File: src/sd_clock_pkg.sv
// Shared constants and carrier types for the card clock and power control block.
// Assumes a 16-bit asynchronous host port with byte addresses and a 20 MHz core clock.
package sd_clock_pkg;

  // Register offsets, byte addresses of 16-bit words
  localparam logic [7:0] CLK_CTRL_OFS   = 8'h2C;
  localparam logic [7:0] SOFT_RESET_OFS = 8'h2E;
  localparam logic [7:0] FRAC_OFS       = 8'hF6;
  localparam logic [7:0] MISC_OFS       = 8'hF8;
  localparam logic [7:0] PLL_OFS        = 8'hFA;
  localparam logic [7:0] REV_OFS        = 8'hFE;

  // Clock control fields
  localparam int CLK_INT_EN_BIT  = 0;
  localparam int CLK_STABLE_BIT  = 1;
  localparam int CLK_CARD_EN_BIT = 2;
  localparam int CLK_DIV_LSB     = 8;
  localparam int CLK_DIV_MSB     = 15;
  // Software reset word: reset-for-all sits in the upper byte
  localparam int SOFT_RESET_ALL_BIT = 8;
  // Fractional divider fields
  localparam int FRAC_N_LSB = 0;
  localparam int FRAC_N_MSB = 7;
  localparam int FRAC_M_LSB = 8;
  localparam int FRAC_M_MSB = 11;
  // Miscellaneous fields
  localparam int MISC_COMA_BIT     = 0;
  localparam int MISC_DMA_EN_BIT   = 1;
  localparam int MISC_INT_MODE_BIT = 2;
  // PLL fields
  localparam int PLL_B_LSB          = 0;
  localparam int PLL_B_MSB          = 4;
  localparam int PLL_P_LSB          = 5;
  localparam int PLL_P_MSB          = 6;
  localparam int PLL_BYP_POST_BIT   = 14;
  localparam int PLL_BYP_ALL_BIT    = 15;

  // Reset values
  localparam logic [15:0] CLK_CTRL_RESET = 16'h0000;
  localparam logic [15:0] FRAC_RESET     = 16'h0001;
  localparam logic [15:0] MISC_RESET     = 16'h0002;
  localparam logic [15:0] PLL_RESET      = 16'h0024;
  localparam logic [5:0]  PLL_RESET_MULT = 6'h05;
  localparam logic [1:0]  POST_BYPASS_P  = 2'h1;
  localparam logic [5:0]  MULT_BYPASS    = 6'h01;

  // Divider arithmetic: steps per toggle in sixteenths, two toggles per period
  localparam int          STEP_SHIFT   = 5;
  localparam logic [20:0] TOTAL_RESET  = 21'h000010;
  localparam logic [10:0] STEP_RESET   = 11'h0A0;

  // Power state
  typedef enum logic {
    PWR_ON   = 1'b0,
    PWR_COMA = 1'b1
  } power_state_t;

  // Host pin sample, active-high strobes
  typedef struct packed {
    logic        cs;
    logic        rd;
    logic        wr;
    logic [7:0]  addr;
    logic [15:0] data;
  } host_access_t;

endpackage : sd_clock_pkg

File: src/card_clock_divider.sv
// Fractional card clock generator driven by the multiplied reference rate.
// Assumes run and settings come from the same clock and a synchronous active-low reset.
`timescale 1ns/100ps
`default_nettype none
module card_clock_divider (
  input  wire logic       clk,
  input  wire logic       rst_n,
  input  wire logic       run,
  input  wire logic [7:0] divisor_sel,
  input  wire logic [7:0] frac_n,
  input  wire logic [3:0] frac_m,
  input  wire logic [5:0] multiplier,
  output logic            card_clock_out
);

  logic [20:0] acc_reg;
  logic [20:0] total_reg;
  logic [10:0] step_reg;
  logic [21:0] sum;
  logic        wrap;

  // Period in sixteenths of a source cycle: divisor times (16N + M)
  function automatic logic [20:0] period_units(input logic [7:0] sel, input logic [7:0] n,
                                               input logic [3:0] m);
    logic [8:0] divisor;
    divisor = (sel == 8'h00) ? 9'h001 : {sel, 1'b0};
    period_units = 21'(divisor * {n, m}); // [RULE1]
  endfunction : period_units

  // Phase accumulator: toggle whenever a half period has accrued
  assign sum  = {1'b0, acc_reg} + {11'h000, step_reg};
  assign wrap = (sum >= {1'b0, total_reg});

  always_ff @(posedge clk) begin
    if (!rst_n || !run) begin
      acc_reg <= 21'h000000;
    end else if (wrap) begin
      acc_reg <= 21'(sum - {1'b0, total_reg}); // [RULE1]
    end else begin
      acc_reg <= sum[20:0];
    end
  end

  // Clock output; held low while stopped
  always_ff @(posedge clk) begin
    if (!rst_n || !run) begin
      card_clock_out <= 1'b0;
    end else if (wrap) begin
      card_clock_out <= ~card_clock_out;
    end
  end

  // New settings load while stopped or at a falling edge, so no phase is cut short
  always_ff @(posedge clk) begin
    if (!rst_n) begin
      total_reg <= sd_clock_pkg::TOTAL_RESET;
      step_reg  <= sd_clock_pkg::STEP_RESET;
    end else if (!run || (wrap && card_clock_out)) begin // [RULE13]
      total_reg <= period_units(divisor_sel, frac_n, frac_m); // [RULE1]
      step_reg  <= {multiplier, 5'h00}; // [RULE9]
    end
  end
endmodule : card_clock_divider
`default_nettype wire

File: src/sd_clock_power_ctrl.sv
// Card clock, PLL setting and power/pin control registers behind the async host port.
// Assumes host strobes are held at least three clk cycles and data is stable meanwhile.
// How it works
// [RULE1] Card clock equals PLL rate over divisor times (N plus M/16).
// [RULE2] Fractional register: N in bits 7:0, M in 11:8, 15:12 reserved.
// [RULE3] Misc bit 2, reset 0: interrupt pin open-drain at 0, push-pull at 1.
// [RULE4] Misc bit 1, reset 1: DMA request passes at 1, held low at 0.
// [RULE5] Misc bit 0 set: power off, state lost, only full reset accepted.
// [RULE6] Leaving power-off: software full-reset write or the hard reset pin.
// [RULE7] PLL register reset values multiply the reference by five.
// [RULE8] PLL multiplier is feedback field B in bits 4:0 plus one.
// [RULE9] Post divider P in bits 6:5 changes duty only, never frequency.
// [RULE10] Software keeps 2(P+1) times PLL rate between 156 and 320 MHz.
// [RULE11] One bit bypasses the post divider as P=1, another the whole PLL.
// [RULE12] Version register returns its code in bits 15:8, low byte reserved.
// [RULE13] Divider or PLL changes reach the card clock without short phases.
`timescale 1ns/100ps
`default_nettype none
module sd_clock_power_ctrl #(
  parameter logic [7:0] REVISION_CODE = 8'hA5 // Arbitrary value
) (
  input  wire logic        clk,
  input  wire logic        rst_b,
  input  wire logic        cs_b,
  input  wire logic        rd_b,
  input  wire logic        wr_b,
  input  wire logic [7:0]  addr,
  input  wire logic [15:0] data_in,
  output logic      [15:0] data_out,
  output logic             data_oe,
  input  wire logic        int_request,
  output logic             int_out,
  output logic             int_oe,
  input  wire logic        dma_request_in,
  output logic             dma_request_out,
  output logic             card_clock_out,
  output logic      [5:0]  pll_multiplier,
  output logic      [1:0]  pll_post_div,
  output logic             pll_bypassed,
  output logic             core_power_on
);

  logic                       rst_meta_reg;
  logic                       rst_n;
  sd_clock_pkg::host_access_t pin_meta_reg;
  sd_clock_pkg::host_access_t pin_sync_reg;
  logic                       wr_prev_reg;
  logic                       write_pulse;
  logic                       write_ok;
  logic                       soft_reset_hit;
  logic                       clear_regs;
  logic                       powered;
  logic                       read_active;
  sd_clock_pkg::power_state_t power_state_reg;
  logic [15:0]                clk_ctrl_reg;
  logic [15:0]                frac_reg;
  logic [15:0]                misc_reg;
  logic [15:0]                pll_reg;
  logic                       card_run;

  // Release of the hard reset through two flip-flops
  always_ff @(posedge clk or negedge rst_b) begin
    if (!rst_b) begin
      rst_meta_reg <= 1'b0;
      rst_n        <= 1'b0;
    end else begin
      rst_meta_reg <= 1'b1;
      rst_n        <= rst_meta_reg;
    end
  end

  // Host pins pass two flip-flops; strobes turned active high
  always_ff @(posedge clk) begin
    if (!rst_n) begin
      pin_meta_reg <= '0;
      pin_sync_reg <= '0;
    end else begin
      pin_meta_reg <= '{cs: ~cs_b, rd: ~rd_b, wr: ~wr_b, addr: addr, data: data_in};
      pin_sync_reg <= pin_meta_reg;
    end
  end

  // Write strobe edge detector on the synchronised copy
  always_ff @(posedge clk) begin
    if (!rst_n) begin
      wr_prev_reg <= 1'b0;
    end else begin
      wr_prev_reg <= pin_sync_reg.cs & pin_sync_reg.wr;
    end
  end

  // Address match, shared by write and read paths
  function automatic logic hit(input logic [7:0] a, input logic [7:0] ofs);
    hit = (a[7:1] == ofs[7:1]);
  endfunction : hit

  // Read mux of all mapped words but the soft reset word; it and unmapped reads give zero
  function automatic logic [15:0] read_word(input logic [7:0] a, input logic [15:0] cc,
                                            input logic [15:0] fr, input logic [15:0] mi,
                                            input logic [15:0] pl, input logic [7:0] rev);
    read_word = 16'h0000;
    if (hit(a, sd_clock_pkg::CLK_CTRL_OFS)) begin
      read_word = cc;
    end else if (hit(a, sd_clock_pkg::FRAC_OFS)) begin
      read_word = fr;
    end else if (hit(a, sd_clock_pkg::MISC_OFS)) begin
      read_word = mi;
    end else if (hit(a, sd_clock_pkg::PLL_OFS)) begin
      read_word = pl;
    end else if (hit(a, sd_clock_pkg::REV_OFS)) begin
      read_word = {rev, 8'h00}; // [RULE12]
    end
  endfunction : read_word

  // Access qualification: in power-off only the full-reset bit is heard
  assign write_pulse    = pin_sync_reg.cs & pin_sync_reg.wr & ~wr_prev_reg;
  assign soft_reset_hit = write_pulse && hit(pin_sync_reg.addr, sd_clock_pkg::SOFT_RESET_OFS)
                          && pin_sync_reg.data[sd_clock_pkg::SOFT_RESET_ALL_BIT]; // [RULE6]
  assign powered        = (power_state_reg == sd_clock_pkg::PWR_ON);
  assign write_ok       = write_pulse & powered; // [RULE5]
  assign clear_regs     = soft_reset_hit | ~powered; // [RULE5]
  assign read_active    = pin_sync_reg.cs & pin_sync_reg.rd & powered; // [RULE5]

  // Power state: enter on the coma bit, leave on full reset or the pin
  always_ff @(posedge clk) begin
    if (!rst_n) begin
      power_state_reg <= sd_clock_pkg::PWR_ON; // [RULE6]
    end else begin
      unique case (power_state_reg)
        sd_clock_pkg::PWR_ON: begin
          if (write_ok && hit(pin_sync_reg.addr, sd_clock_pkg::MISC_OFS)
              && pin_sync_reg.data[sd_clock_pkg::MISC_COMA_BIT] && !soft_reset_hit) begin
            power_state_reg <= sd_clock_pkg::PWR_COMA; // [RULE5]
          end
        end
        sd_clock_pkg::PWR_COMA: begin
          if (soft_reset_hit) begin
            power_state_reg <= sd_clock_pkg::PWR_ON; // [RULE6]
          end
        end
      endcase
    end
  end

  // Clock control: divisor byte, card enable, internal enable; stable mirrors enable
  always_ff @(posedge clk) begin
    if (!rst_n || clear_regs) begin
      clk_ctrl_reg <= sd_clock_pkg::CLK_CTRL_RESET;
    end else if (write_ok && hit(pin_sync_reg.addr, sd_clock_pkg::CLK_CTRL_OFS)) begin
      clk_ctrl_reg <= {pin_sync_reg.data[sd_clock_pkg::CLK_DIV_MSB:sd_clock_pkg::CLK_DIV_LSB],
                       5'h00, pin_sync_reg.data[sd_clock_pkg::CLK_CARD_EN_BIT],
                       pin_sync_reg.data[sd_clock_pkg::CLK_INT_EN_BIT],
                       pin_sync_reg.data[sd_clock_pkg::CLK_INT_EN_BIT]};
    end
  end

  // Fractional divider: reserved top nibble reads zero
  always_ff @(posedge clk) begin
    if (!rst_n || clear_regs) begin
      frac_reg <= sd_clock_pkg::FRAC_RESET;
    end else if (write_ok && hit(pin_sync_reg.addr, sd_clock_pkg::FRAC_OFS)) begin
      frac_reg <= {4'h0, pin_sync_reg.data[sd_clock_pkg::FRAC_M_MSB:sd_clock_pkg::FRAC_N_LSB]}; // [RULE2]
    end
  end

  // Miscellaneous: interrupt mode and DMA enable kept, coma bit held in the state
  always_ff @(posedge clk) begin
    if (!rst_n || clear_regs) begin
      misc_reg <= sd_clock_pkg::MISC_RESET; // [RULE3] [RULE4]
    end else if (write_ok && hit(pin_sync_reg.addr, sd_clock_pkg::MISC_OFS)) begin
      misc_reg <= {13'h0000, pin_sync_reg.data[sd_clock_pkg::MISC_INT_MODE_BIT],
                   pin_sync_reg.data[sd_clock_pkg::MISC_DMA_EN_BIT], 1'b0};
    end
  end

  // PLL: bypass bits, post divider and feedback divider; middle bits read zero
  always_ff @(posedge clk) begin
    if (!rst_n || clear_regs) begin
      pll_reg <= sd_clock_pkg::PLL_RESET; // [RULE7]
    end else if (write_ok && hit(pin_sync_reg.addr, sd_clock_pkg::PLL_OFS)) begin
      pll_reg <= {pin_sync_reg.data[sd_clock_pkg::PLL_BYP_ALL_BIT:sd_clock_pkg::PLL_BYP_POST_BIT],
                  7'h00, pin_sync_reg.data[sd_clock_pkg::PLL_P_MSB:sd_clock_pkg::PLL_B_LSB]}; // [RULE11]
    end
  end

  // Effective PLL settings
  always_ff @(posedge clk) begin
    if (!rst_n) begin
      pll_multiplier <= sd_clock_pkg::PLL_RESET_MULT;
      pll_post_div   <= sd_clock_pkg::PLL_RESET[sd_clock_pkg::PLL_P_MSB:sd_clock_pkg::PLL_P_LSB];
      pll_bypassed   <= 1'b0;
    end else begin
      pll_multiplier <= pll_reg[sd_clock_pkg::PLL_BYP_ALL_BIT] ? sd_clock_pkg::MULT_BYPASS // [RULE11]
                        : {1'b0, pll_reg[sd_clock_pkg::PLL_B_MSB:sd_clock_pkg::PLL_B_LSB]} + 6'h01; // [RULE8]
      pll_post_div   <= pll_reg[sd_clock_pkg::PLL_BYP_POST_BIT] ? sd_clock_pkg::POST_BYPASS_P // [RULE11]
                        : pll_reg[sd_clock_pkg::PLL_P_MSB:sd_clock_pkg::PLL_P_LSB];
      pll_bypassed   <= pll_reg[sd_clock_pkg::PLL_BYP_ALL_BIT];
    end
  end

  // Read data captured while the read strobe is held
  always_ff @(posedge clk) begin
    if (!rst_n) begin
      data_out <= 16'h0000;
    end else if (read_active) begin
      data_out <= read_word(pin_sync_reg.addr, clk_ctrl_reg, frac_reg, misc_reg, pll_reg,
                            REVISION_CODE);
    end
  end

  assign data_oe       = read_active;
  assign core_power_on = powered;

  // Interrupt pin driver; released entirely while powered off
  always_ff @(posedge clk) begin
    if (!rst_n) begin
      int_out <= 1'b0;
      int_oe  <= 1'b0;
    end else if (misc_reg[sd_clock_pkg::MISC_INT_MODE_BIT]) begin
      int_out <= ~int_request; // [RULE3]
      int_oe  <= powered;
    end else begin
      int_out <= 1'b0; // [RULE3]
      int_oe  <= int_request & powered;
    end
  end

  // DMA request gate
  always_ff @(posedge clk) begin
    if (!rst_n) begin
      dma_request_out <= 1'b0;
    end else begin
      dma_request_out <= dma_request_in & misc_reg[sd_clock_pkg::MISC_DMA_EN_BIT] & powered; // [RULE4]
    end
  end

  assign card_run = powered & clk_ctrl_reg[sd_clock_pkg::CLK_INT_EN_BIT]
                    & clk_ctrl_reg[sd_clock_pkg::CLK_CARD_EN_BIT];

  // Card clock generator
  card_clock_divider u_divider (
    .clk            (clk),
    .rst_n          (rst_n),
    .run            (card_run),
    .divisor_sel    (clk_ctrl_reg[sd_clock_pkg::CLK_DIV_MSB:sd_clock_pkg::CLK_DIV_LSB]),
    .frac_n         (frac_reg[sd_clock_pkg::FRAC_N_MSB:sd_clock_pkg::FRAC_N_LSB]),
    .frac_m         (frac_reg[sd_clock_pkg::FRAC_M_MSB:sd_clock_pkg::FRAC_M_LSB]),
    .multiplier     (pll_multiplier),
    .card_clock_out (card_clock_out)
  );
endmodule : sd_clock_power_ctrl
`default_nettype wire

File: config.mk
export PLATFORM = sky130hd
export DESIGN_NAME = sd_clock_power_ctrl
export DESIGN_NICKNAME = d
export VERILOG_FILES = /design/src/sd_clock_pkg.sv /design/src/card_clock_divider.sv /design/src/sd_clock_power_ctrl.sv
export SDC_FILE = /design/constraint.sdc
export NUM_CORES = 1
export LEC_CHECK = 0
export ABC_AREA = 1
export BUFFER_PORTS_ARGS = -buffer_cell sky130_fd_sc_hd__buf_2
export CORE_UTILIZATION = 49
export DETAILED_ROUTE_END_ITERATION = 6
export PLACE_DENSITY_LB_ADDON = 0.25
export SYNTH_ARGS = -nofsm -noshare
export SYNTH_HDL_FRONTEND = slang
export SYNTH_SLANG_ARGS = --single-unit
export TNS_END_PERCENT = 100
File: constraint.sdc
create_clock -name clk -period 5.6 [get_ports clk]
set_input_delay 0.56 -clock clk [delete_from_list [all_inputs] [get_ports clk]]
set_output_delay 0.56 -clock clk [all_outputs]
set_load 0.01 [all_outputs]
* Word-level counts from Yosys, hierarchy flattened
Index checks and enable logic that the tools add are counted.
** Storage, ports and cells
- Bits in registers :: 169
** Cells by class
- $add $sub $neg :: 3
- $mul :: 1
- Order comparisons :: 1
- Eq/ne operators :: 6
- Muxes and demuxes :: 12
- Bitwise operators :: 19
- Reductions and logical operators :: 19
** Operator list (number)
- 16-bit 2-to-1 mux :: 5
- 7-bit equality test, second input constant :: 4
- 21-bit by 11-bit adder with 22-bit output :: 1
- 22-bit by 21-bit greater-or-equal comparator with 1-bit output :: 1
- 9-bit by 12-bit multiplier with 21-bit output :: 1
- 21-bit 2-to-1 mux :: 1
- 21-bit subtractor :: 1
- 7-bit by 5-bit equality test with 1-bit output, second input constant :: 2
- 1-bit AND :: 10
- 1-bit logical AND :: 9
- 9-bit 2-to-1 mux :: 1
- 8-bit logical NOT :: 1
- 1-bit inverter :: 8
- 5-bit by 1-bit adder with 6-bit output, second input constant :: 1
- 2-bit OR reduction :: 2
- 1-bit logical NOT :: 3
- 1-bit logical OR :: 3
- 1-bit 2-to-1 mux :: 3
- 3-bit 2-to-1 mux :: 1
- 1-bit one-hot mux with 2 select lines :: 1
- 2-bit AND reduction :: 1
- 1-bit OR :: 1

* Logic depth before layout (Yosys ltp)
Gate-level depths: netlist of run 1.
- Depth in word-level cells :: 8
- Depth in mapped cells :: 24
- Depth with buffers taken out :: 23

* Modules after synthesis
A second synthesis of run 1 with hierarchy kept.
** Unflattened totals
- Cell total of the unflattened synthesis :: 1544
- Area, all modules :: 11268.3 µm²
** By module, submodules not included
- card_clock_divider :: instances 1, cells an instance 1019, area each 7068.0 µm², sequential area each 980.9 µm²
- sd_clock_power_ctrl :: instances 1, cells an instance 525, area each 4200.3 µm², sequential area each 2352.3 µm²

* Worst setup path after synthesis of run 1
OpenSTA, ideal clock, no wires.
- Path type :: reg-to-reg
- Start point :: reg clk_ctrl_reg[12]
- End point :: reg u_divider.total_reg[20]
- Library setup time :: 0.115 ns
- Arrival time :: 4.591 ns
- Setup slack :: 0.894 ns
- Stages on the path, launching flop included :: 22
- Buffers on the path :: 0
- Path through :: dfxtp_1 or4_1 or2_1 clkinv_1 nand2_1 fa_1 inv_1 fa_1 fa_1 inv_1 fa_1 inv_1 ha_1 nand2_1 o21ai_0 nand3_1 nand2_1 nand3_1 nand3b_1 nand2_1 a21oi_1 nor2_1
** Between the ends
- Word-level cells in the longest chain between the ends :: 3
** Ends and longest elaborated chain
- start: declaration :: line sd_clock_power_ctrl.sv:55 : logic [15:0] clk_ctrl_reg;
- start signal: assignment :: line sd_clock_power_ctrl.sv:148 : clk_ctrl_reg <= sd_clock_pkg::CLK_CTRL_RESET;
- start signal: assignment :: line sd_clock_power_ctrl.sv:150 : clk_ctrl_reg <= {pin_sync_reg.data[sd_clock_pkg::CLK_DIV_MSB:sd_clock_pkg::CLK_DIV_LSB],
- 8-bit logical NOT :: line card_clock_divider.sv:26 : divisor = (sel == 8'h00) ? 9'h001 : {sel, 1'b0};
- 9-bit 2-to-1 mux * :: line card_clock_divider.sv:26
- 9-bit by 12-bit multiplier with 21-bit output * :: line card_clock_divider.sv:27 : period_units = 21'(divisor * {n, m});
- end signal: assignment :: line card_clock_divider.sv:56 : total_reg <= sd_clock_pkg::TOTAL_RESET;
- end signal: assignment :: line card_clock_divider.sv:59 : total_reg <= period_units(divisor_sel, frac_n, frac_m);
- end: declaration :: line card_clock_divider.sv:17 : logic [20:0] total_reg;
Mark *: on every way between the ends. The rest lies on a longest branch, timed or not.
A chain may end at the register's enable or synchronous reset.

* Worst setup path after layout of run 1
Same ends and word-level chain as after synthesis.

==> qor.txt, run 1 <==
Via density per instance = 5.026
First-pass DRT Iterations = 7
CTS tree = yes
Max-slew violations = 0
Row count = 54
Grt ovf = 0
Register-to-Register Path Depth = 21
Status = finished with violations
Critical Path Source Type = flip-flop
Setup TNS = 0 ps
Post-layout minimum cycle time = 5172 ps
Die width = 151.9 um
Buffers added on ports = 60
Routed Antenna Nets = 0
Diodes inserted = 0
Vias in the first global route = 8987
LEAKAGE = 0.006701 uW
CP arrival = 5500 ps
GP Congestion = 0.9455
Syn Nets = 1685
Area delta synth->final = 10.13%
Max clock buf depth = 2
Setup Buffers After CTS = 0
EDFF count, synth = 0
Power per cell area = 198.3 nW/um^2
Peak Freq = 0.1934 GHz
Synth Warn # = 0
Crit share post-route = 92.35%
Hold Path Cell Cnt = 2
CTS root buf = clkbuf_16
Die H = 151.9 um
Setup violators final = 0
Failing checks = design-rule violations
Vias = 9263
HPWL after DPL = 19640 um
#FFs+latches synth = 166
Worst Skew = 24.82 ps
Crit end category = flip-flop
Synthesized cell area = 11010 um^2
Worst-margin pin slew = 1242 ps
Avg WL per Cell = 13.94 um
Final Worst Setup Slack = 428.4 ps
First-pass GRT wire length = 43350 um
I/O pin count = 62
Core Region = 21960 um^2
Synth cell types = 50
Post-synthesis async set-or-reset flop share = 1.205%
Worst skew pair latency = 440 ps
Avg Inst Size Synth = 7.281 um^2
Slew HR = 16.88%
H-tree depth = 4
Final #Nets = 1723
Data required, critical path = 5920 ps
Initial antenna violation count = 0
Kind of critical path = reg -> reg
Max-cap violations = 0
Final Hold Vio Count = 0
Tightest Hold Check Type = in -> reg
CP max FO = 9
Ratio of cells with drive above 1 in the final layout = 7.550%
Seq/Total Area, Yosys = 30.28%
Final WL = 25690 um
DRC = 2
Die area = 23070 um^2
Initial Utilization = 50.14%
Setup WS pre-CTS = 419.7 ps
CTS clk-pin slew, worst paths = 70 ps
RSZ-0062 raised after global routing = no
All-Layer GR Usage = 23.22%
Clock Sinks = 166
Post-Syn Instances = 1512
TritonCTS Buffers = 17
Commonest register cell after synthesis = dfxtp_1
Worst vdd rail ir drop = 244.0 uV
Largest net degree at the start of global routing = 66
Iter 0 DRT Violations = 601
-- layer usage --
| layer | track usage (%) | wire length (um) | share of wire [%] |
|---|---|---|---|
| met4 | 7.337 | 559 | 2.2 |
| met2 | 40.39 | 12430 | 48 |
| met3 | 3.936 | 1132 | 4.4 |
| met5 | 0 | 0 | 0 |
| met1 | 29.34 | 11570 | 45 |
-- layout by cell type (no fill, tap or decap), types with 3 or more instances in the layout --
master,n
a21o_1,8
dfxtp_1,164
nand2_1,363
nand3_1,71
buf_4,13
ha_1,69
fa_1,73
clkinv_1,3
a31oi_1,9
nand3b_1,10
inv_6,4
clkinv_8,3
xnor2_1,11
buf_2,60
a21oi_1,114
nand4_1,8
xor2_1,27
o211ai_1,6
nor3_1,21
nor2_1,104
clkbuf_16,17
o21ai_0,61
o21bai_1,7
inv_8,4
inv_1,292
-- worst paths after layout --
kind | start | to | slack (ps)
setup / recovery | clk_ctrl_reg[12]$_SDFFE_PP0P_ | u_divider.total_reg[20]$_SDFFE_PN0P_ | 430
hold / removal | cs_b | pin_meta_reg[26]$_SDFF_PN0_ | 270
setup reg to reg | clk_ctrl_reg[12]$_SDFFE_PP0P_ | u_divider.total_reg[20]$_SDFFE_PN0P_ | 430
hold reg to reg | rst_meta_reg$_DFF_PN0_ | rst_n$_DFF_PN0_ | 370
max in group asynchronous | rst_b | rst_n$_DFF_PN0_ | 5040
min in group asynchronous | rst_b | rst_meta_reg$_DFF_PN0_ | 450
-- Yosys cell counts, types with 2 or more instances --
cell type	count	area, um^2
a211oi_1	2	15.01
a21boi_0	2	15.01
a21o_1	8	60.06
a21oi_1	114	570.6
a31oi_1	9	56.30
and2_1	2	12.51
and3_1	2	12.51
buf_2	12	60.06
clkbuf_1	41	153.9
clkinv_1	3	11.26
dfrtp_1	2	50.05
dfxtp_1	164	3283
fa_1	73	1461
ha_1	69	863.3
inv_1	292	1096
inv_2	2	7.510
nand2_1	363	1363
nand2_2	2	12.51
nand3_1	71	355.3
nand3b_1	10	75.07
nand4_1	8	50.05
nor2_1	104	390.4
nor3_1	21	105.1
o211ai_1	6	45.04
o21ai_0	61	305.3
o21ai_1	2	10.01
o21bai_1	7	52.55
or4_1	2	15.01
xnor2_1	11	96.34
xor2_1	27	236.5
-- power by group --
part	switching (uW)	internal, uW
logic	35.0	20.5
clock network	546	597
registers	6.51	1200
-- cell type report --
cell class	instances	area (um^2)
Clock buffer	18	429.2
Clock inverter	14	152.6
Fill cell	2061	9834
Inverter	297	1115
Multi-Input combinational cell	994	6335
Sequential cell	166	3334
Tap cell	280	350.3
Timing Repair Buffer	74	407.9
-- critical path, stage by stage, from the launching register on --
cell and delay, ps:
dfxtp_1 310, or4_1 550, or2_1 290, clkinv_1 170, nand2_1 100, fa_1 500, inv_1 50, fa_1 470
fa_1 490, inv_1 60, fa_1 530, inv_1 40, ha_1 340, nand2_1 60, o21ai_0 390, nand3_1 120
nand2_1 150, nand3_1 100, nand3b_1 90, nand2_1 50, a21oi_1 130, nor2_1 60
-- through the flow --
| step | power, uW | util, % | cell area (um^2) | hold slack [ps] | instances |
|---|---|---|---|---|---|
| finish | 2404 | 55.21 | 12120 | 272.2 | 1843 |
| global placement | 1288 | 52.52 | 11530 | 337.7 | 1810 |
| floorplan | 1266 | - | 11010 | 264.4 | 1512 |
| global route | 2487 | 55.21 | 12120 | 262.4 | 1843 |
| CTS | 2427 | 55.21 | 12120 | 259.7 | 1843 |
| detailed placement | 1289 | 52.52 | 11530 | 351.5 | 1810 |
-- timing repair --
action                                 4_1_cts  5_1_grt
resized for setup                            0        0
endpoints found under the hold margin        2        0
hold buffers                                 1        0
-- kinds of logic (layout without fill, tap and decap cells) --
family | count (synthesis) | count (layout) | share of synthesized area (%)
DFF | 166 | 166 | 30.28
buffers and inverters | 352 | 403 | 12.24
xor gates and xnor gates | 38 | 38 | 3.023
and+or+nand+nor | 595 | 595 | 22.55
adders and majority gates | 142 | 142 | 21.12
other | 1 | 1 | 0.03406
AOI/OAI and AO/OA | 218 | 218 | 10.76
(Power assumes the default switching activity.)
==> inputs of run 2 (changes only) <==
--- a/config.mk
+++ b/config.mk
@@ -9,6 +9,7 @@
 export BUFFER_PORTS_ARGS = -buffer_cell sky130_fd_sc_hd__buf_2
 export CORE_UTILIZATION = 49
 export DETAILED_ROUTE_END_ITERATION = 6
+export GPL_TIMING_DRIVEN = 0
 export PLACE_DENSITY_LB_ADDON = 0.25
 export SYNTH_ARGS = -nofsm -noshare
 export SYNTH_HDL_FRONTEND = slang
==> constraint.sdc (replaced) <==
create_clock -name clk -period 4.67 [get_ports clk]
set_input_delay 0.467 -clock clk [delete_from_list [all_inputs] [get_ports clk]]
set_output_delay 0.467 -clock clk [all_outputs]
set_load 0.01 [all_outputs]
==> run 2 against run 1 <==
  * The flow finishes with violations (design-rule violations, negative setup slack)
  * Flip-flop and latch count unchanged
  * Utilization up 3.4 points
  * Hold slack worse by 95 ps
  * Power up 21%
  * Via count up 6.3%
  * Count of clock-buffer cells in the layout down 1
  * Cell count up 3.5%
  * Die area unchanged
  * Sequential power up 19%
  * Largest cell class unchanged
  * Highest routed layer unchanged
==> qor.txt, run 2 (synthesis results as in run 1) <==
Post-layout minimum cycle time = 4860 ps (-311.4 ps)
M2 GR Usage = 45.19% (+4.8 points)
Clock Sinks = 166 (unchanged)
Post-route core utilization = 58.58% (+3.4 points)
P_sw = 732.0 uW (+25%)
Placed Cells = 1852 (+2.3%)
Worst Skew = 18.92 ps (-5.904 ps)
Max clock buf depth = 2 (unchanged)
Int Power = 2186 uW (+20%)
Power per cell area = 226.8 nW/um^2 (+14%)
Initial Utilization = 50.14% (unchanged)
Area taken by multi-input logic gates = 6670 um^2 (+5.3%)
Largest net degree at the start of global routing = 20 (-70%)
H-tree depth = 4 (unchanged)
GR peak layer = met2
Seq pwr share = 49.5% (-0.7 points)
Via density per instance = 5.161 (+2.7%)
Vias in the first global route = 9581 (+6.6%)
First-pass GRT wire length = 47610 um (+9.8%)
Worst vdd rail ir drop = 198.8 uV (-19%)
Iter 0 DRT Violations = 595 (-1.0%)
Buffers added on ports = 60 (unchanged)
CTS tree = yes
Reg area = 3351 um^2 (+0.49%)
Setup TNS = -1080 ps (-1080 ps)
Grt ovf = 0 (unchanged)
Clock Power Share = 48.0% (+0.5 points)
Final #Nets = 1788 (+3.8%)
Final Worst Setup Slack = -190.2 ps (-618.6 ps)
Max-cap violations = 0 (unchanged)
Max-slew violations = 0 (unchanged)
Die area = 23070 um^2 (unchanged)
Core Region = 21960 um^2 (unchanged)
Slew HR = 45.28% (+28 points)
Status = finished with violations
Diodes inserted = 0 (unchanged)
Setup violators final = 10 (+10)
DRC = 2 (unchanged)
Avg WL per Cell = 15.34 um (+10%)
CTS root buf = clkbuf_16
Grt met3 use = 3.137% (-0.80 points)
LEAKAGE = 0.006950 uW (+3.7%)
Vias = 9848 (+6.3%)
Row count = 54 (unchanged)
Layout fillers = 2024 (-1.8%)
CTS clk-pin slew, worst paths = 70 ps (about the same)
All-Layer GR Usage = 25.94% (+2.7 points)
Final WL = 29260 um (+14%)
RSZ-0062 raised after global routing = yes
Critical Path Source Type = flip-flop
Area delta synth->final = 16.84%
GP Congestion = 0.9397 (-0.61%)
CP max FO = 7 (-2)
Data required, critical path = 4990 ps (-930 ps)
Die width = 151.9 um (unchanged)
Pwr Total = 2918 uW (+21%)
Met1 Use GR = 33.18% (+3.8 points)
CP arrival = 5180 ps (-320 ps)
Non-filler instance count after layout = 1908 (+3.5%)
Most frequent cells in the layout = 343 x nand2_1, 287 x inv_1, 158 x dfxtp_1, 101 x a21oi_1, 98 x nor2_1
Kind of critical path = reg -> reg
Failing checks = design-rule violations, negative setup slack
Tightest Hold Check Type = in -> reg
Crit share post-route = 104.1% (+12 points)
HPWL after DPL = 22050 um (+12%)
Routed Antenna Nets = 0 (unchanged)
Switching Fraction = 25.09% (+0.64 points)
Crit end category = flip-flop
Worst skew pair latency = 440 ps (about the same)
Final hold slack = 177.2 ps (-94.97 ps)
Ratio of cells with drive above 1 in the final layout = 13.76% (+6.2 points)
Gate power share = 2.5% (+0.2 points)
Worst-margin pin slew = 820.8 ps (-421.3 ps)
Peak Freq = 0.2058 GHz (+6.4%)
Initial antenna violation count = 0 (unchanged)
I/O pin count = 62 (unchanged)
First-pass DRT Iterations = 7 (unchanged)
TritonCTS Buffers = 17 (unchanged)
Die H = 151.9 um (unchanged)
Final Hold Vio Count = 0 (unchanged)
Most common cell after layout, fill and taps aside = nand2_1
[run 2: cell count changes in the layout (fill, tap and decap cells not counted), moves of 8 or more]
cell | before | now
a21oi_1 | 114 | 101
a21oi_2 | 1 | 12
buf_2 | 60 | 72
buf_4 | 13 | 23
clkbuf_1 | 1 | 34
ha_1 | 69 | 60
ha_4 | 0 | 8
nand2_1 | 363 | 343
nand2_2 | 2 | 18
[run 2: timing repair]
action	in CTS	in global routing
hold endpoints to repair	2	0
pin swaps	23	45
resized for setup	42	63
endpoints found under the setup margin	13	13
cloned	0	0
hold buffers	1	0
setup buffers	19	6
[run 2: final cells by class]
class | count | share of cell area [%]
multi-input cells | 994 | 51.85
flip-flops and latches | 166 | 26.05
inverters | 297 | 8.725
repair buffers | 86 | 4.163
clock buffers | 17 | 3.307
well taps | 280 | 2.723
plain buffers | 53 | 1.819
clock inverters | 15 | 1.362
[run 2: routing by layer]
metal / vias to the layer above / wire [um]
met1: 4616 / 13040
met4: 0 / 768
li1: 4888 / -
met5: - / 0
met3: 55 / 1373
met2: 289 / 14080
[run 2: worst paths after layout]
kind / endpoint / cells past startpoint / startpoint / slack, ps
worst max-delay path: u_divider.total_reg[11]$_SDFFE_PN0P_ / 22 / clk_ctrl_reg[13]$_SDFFE_PP0P_ / -190
worst min-delay path: pin_meta_reg[25]$_SDFF_PN0_ / 2 / rd_b / 180
worst max register to register: u_divider.total_reg[11]$_SDFFE_PN0P_ / 22 / clk_ctrl_reg[13]$_SDFFE_PP0P_ / -190
worst min register to register: rst_n$_DFF_PN0_ / 0 / rst_meta_reg$_DFF_PN0_ / 360
max in group asynchronous: rst_meta_reg$_DFF_PN0_ / 2 / rst_b / 4210
min in group asynchronous: rst_n$_DFF_PN0_ / 2 / rst_b / 370
[run 2: power groups by stage]
stage                     combinational, uW  sequential (uW)  clock, uW
after global placement                 70.5             1480          0
after global routing                   82.8             1450       1480
after floorplan                        40.9             1480          0
final                                  72.4             1440       1400
after CTS                              72.9             1440       1420
after detailed placement               71.9             1480          0
[run 2: metrics by stage]
stage                     cell area (um^2)  setup slack, ps
after floorplan                      11010            54.40
after global placement               11660           -590.4
after detailed placement             11660           -661.4
after CTS                            12610           -117.0
after global routing                 12860           -310.5
final                                12860           -190.2
[run 2: critical path: stages, from the launching register on]
cell and delay (ps):
dfxtp_4 360, or4_1 520, or2_4 300, inv_8 100, buf_12 100, nand2_1 60, fa_1 510, inv_1 60
fa_1 480, ha_1 290, inv_1 50, fa_1 550, inv_1 60, ha_1 230, a21oi_4 220, nand2_2 90
nand2_1 90, nand2_2 80, buf_4 130, buf_4 120, xor2_1 150, a21oi_1 140, nor2_1 60
==> inputs of run 3 (changes only) <==
--- a/config.mk
+++ b/config.mk
@@ -6,10 +6,10 @@
 export NUM_CORES = 1
 export LEC_CHECK = 0
 export ABC_AREA = 1
+export ABC_CLOCK_PERIOD_IN_PS = 4670
 export BUFFER_PORTS_ARGS = -buffer_cell sky130_fd_sc_hd__buf_2
 export CORE_UTILIZATION = 49
 export DETAILED_ROUTE_END_ITERATION = 6
-export GPL_TIMING_DRIVEN = 0
 export PLACE_DENSITY_LB_ADDON = 0.25
 export SYNTH_ARGS = -nofsm -noshare
 export SYNTH_HDL_FRONTEND = slang
==> run 3 against run 2 <==
  * The flow still finishes with violations (design-rule violations, negative setup slack)
  * Sequential power about the same
  * Register-to-register slack better by 180 ps
  * Die area did not move
  * Global-route usage decreased by 2.2 points
  * Worst setup slack improved by 180 ps
  * Design area shrank 2.0%
  * Wire length shrank 9.7%
  * Via count is 3.3% lower
  * Flip-flop and latch count did not move
  * First-iteration DRC count rose by 2.4%
  * Count of clock-buffer cells in the layout rose by 1
  * Critical path type unchanged
  * Critical endpoint is now u_divider.total_reg[14]$_SDFFE_PN0P_
==> qor.txt, run 3 (synthesis results as in run 1) <==
Status = finished with violations
Failing checks = design-rule violations, negative setup slack
Initial Utilization = 50.14% (unchanged)
Vias = 9521 (-3.3%)
First-pass DRT Iterations = 7 (unchanged)
Die width = 151.9 um (unchanged)
Post-layout minimum cycle time = 4680 ps (-180.4 ps)
Buffers added on ports = 60 (unchanged)
Largest net degree at the start of global routing = 52 (+160%)
Grt ovf = 0 (unchanged)
TritonCTS Buffers = 17 (unchanged)
Cell family contributing the most delay on the critical path = adder cells
CTS clk-pin slew, worst paths = 70 ps (about the same)
Worst-margin pin slew = 1168 ps (+347.2 ps)
Clock Sinks = 166 (unchanged)
Final hold slack = 179.5 ps (+2.266 ps)
Met1 WL = 11470 um (-12%)
Power per cell area = 229.9 nW/um^2 (+1.3%)
RSZ-0062 raised after global routing = yes
CTS root buf = clkbuf_16
CP arrival = 5000 ps (-180 ps)
Ratio of cells with drive above 1 in the final layout = 12.93% (-0.83 points)
Die area = 23070 um^2 (unchanged)
Crit-path cells = or4_4 > or2_4 > inv_8 > nand2_4 > fa_1 > inv_2 > fa_1 > fa_1 > inv_1 > fa_1 > inv_2 > ha_4 > a21oi_2 > o21ai_4 > a21o_1 > nand2_2 > nand2_2 > xor2_1 > a21oi_1 > nor2_1
All-Layer GR Usage = 23.75% (-2.2 points)
Met3 WL post-DR = 1222 um (-11%)
Routed Antenna Nets = 0 (unchanged)
Post-route core utilization = 57.43% (-1.2 points)
HPWL after DPL = 20100 um (-8.8%)
First-pass GRT wire length = 44450 um (-6.6%)
Area delta synth->final = 14.55%
CP max FO = 6 (-1)
LEAKAGE = 0.006878 uW (-1.0%)
Diodes inserted = 0 (unchanged)
CTS tree = yes
Max-slew violations = 0 (unchanged)
Iter 0 DRT Violations = 609 (+2.4%)
Most frequent cells in the layout = 350 x nand2_1, 283 x inv_1, 163 x dfxtp_1, 104 x a21oi_1, 99 x nor2_1
Initial antenna violation count = 0 (unchanged)
Worst skew pair latency = 440 ps (about the same)
Crit-path most repeated cell = fa_1
Crit end category = flip-flop
Row count = 54 (unchanged)
Vias in the first global route = 9284 (-3.1%)
GP Congestion = 0.9322 (-0.80%)
Crit share post-route = 100.2% (-3.9 points)
Via density per instance = 5.083 (-1.5%)
I/O pin count = 62 (unchanged)
Tightest Hold Check Type = in -> reg
Max-cap violations = 0 (unchanged)
Critical Path Source Type = flip-flop
Max layer used = met4
Worst vdd rail ir drop = 260.0 uV (+31%)
Final Worst Setup Slack = -9.849 ps (+180.4 ps)
Final #Nets = 1753 (-2.0%)
Wire length on met2 = 12710 um (-9.8%)
Slew HR = 21.85% (-23 points)
DRC = 2 (unchanged)
Max clock buf depth = 2 (unchanged)
Most common cell after layout, fill and taps aside = nand2_1
Setup violators final = 3 (-7)
Worst Path Buf+Inv = 4 (-3)
Die H = 151.9 um (unchanged)
Data required, critical path = 4990 ps (about the same)
Avg WL per Cell = 14.10 um (-8.0%)
Kind of critical path = reg -> reg
Final WL = 26420 um (-9.7%)
Peak Freq = 0.2137 GHz (+3.9%)
Slowest cell delay on critical path = 520 ps (-30 ps)
H-tree depth = 4 (unchanged)
Slowest library cell on the worst path = or4_4
Worst Skew = 17.53 ps (-1.387 ps)
Core Region = 21960 um^2 (unchanged)
Final Hold Vio Count = 0 (unchanged)
-- run 3: layer usage --
metal	vias up	global-route usage (%)
li1	4808	-
met1	4398	29.57
met2	258	41.03
met3	57	3.423
met4	0	10.35
met5	-	0
-- run 3: cell type report --
cell class	instances	area, um^2
Multi-Input combinational cell	994	6570
Tap cell	280	350.3
Timing Repair Buffer	104	640.6
Clock buffer	18	439.2
Clock inverter	14	152.6
Fill cell	2107	9348
Sequential cell	166	3336
Inverter	297	1122
-- run 3: where the power goes --
part           leakage [uW]  total [uW]  switching (uW)  internal (uW)
sequential          0.00136        1450            7.75           1440
combinational       0.00524        66.5            42.1           24.5
clock              0.000284        1390             657            729
-- run 3: what timing repair did --
item | in CTS | in global routing
hold buffers | 1 | 0
endpoints found under the hold margin | 2 | 0
setup endpoints to repair | 11 | 13
buffers inserted | 0 | 2
gates resized for setup | 18 | 50
pin swaps | 10 | 40
-- run 3: through the flow --
step	cells	setup slack [ps]	cell area, um^2	power [uW]	TNS (ps)
floorplan	1512	54.40	11010	1518	0
global placement	1838	-120.0	11740	1544	-733.5
detailed placement	1838	-189.5	11740	1545	-1238
CTS	1871	1.781	12450	2919	0
global route	1873	-196.5	12610	2999	-1771
finish	1873	-9.849	12610	2899	-18.81
-- run 3: path summary, 6_finish.rpt --
kind                                               startpoint  slack (ps)  cells after the start                                    to
worst max register to register  clk_ctrl_reg[14]$_SDFFE_PP0P_         -10                     20  u_divider.total_reg[14]$_SDFFE_PN0P_
worst max-delay path            clk_ctrl_reg[14]$_SDFFE_PP0P_         -10                     20  u_divider.total_reg[14]$_SDFFE_PN0P_
worst min register to register         rst_meta_reg$_DFF_PN0_         360                      0                       rst_n$_DFF_PN0_
min in group asynchronous                               rst_b         350                      2                       rst_n$_DFF_PN0_
worst min-delay path                                     rd_b         180                      2           pin_meta_reg[25]$_SDFF_PN0_
max in group asynchronous                               rst_b        4210                      2                       rst_n$_DFF_PN0_
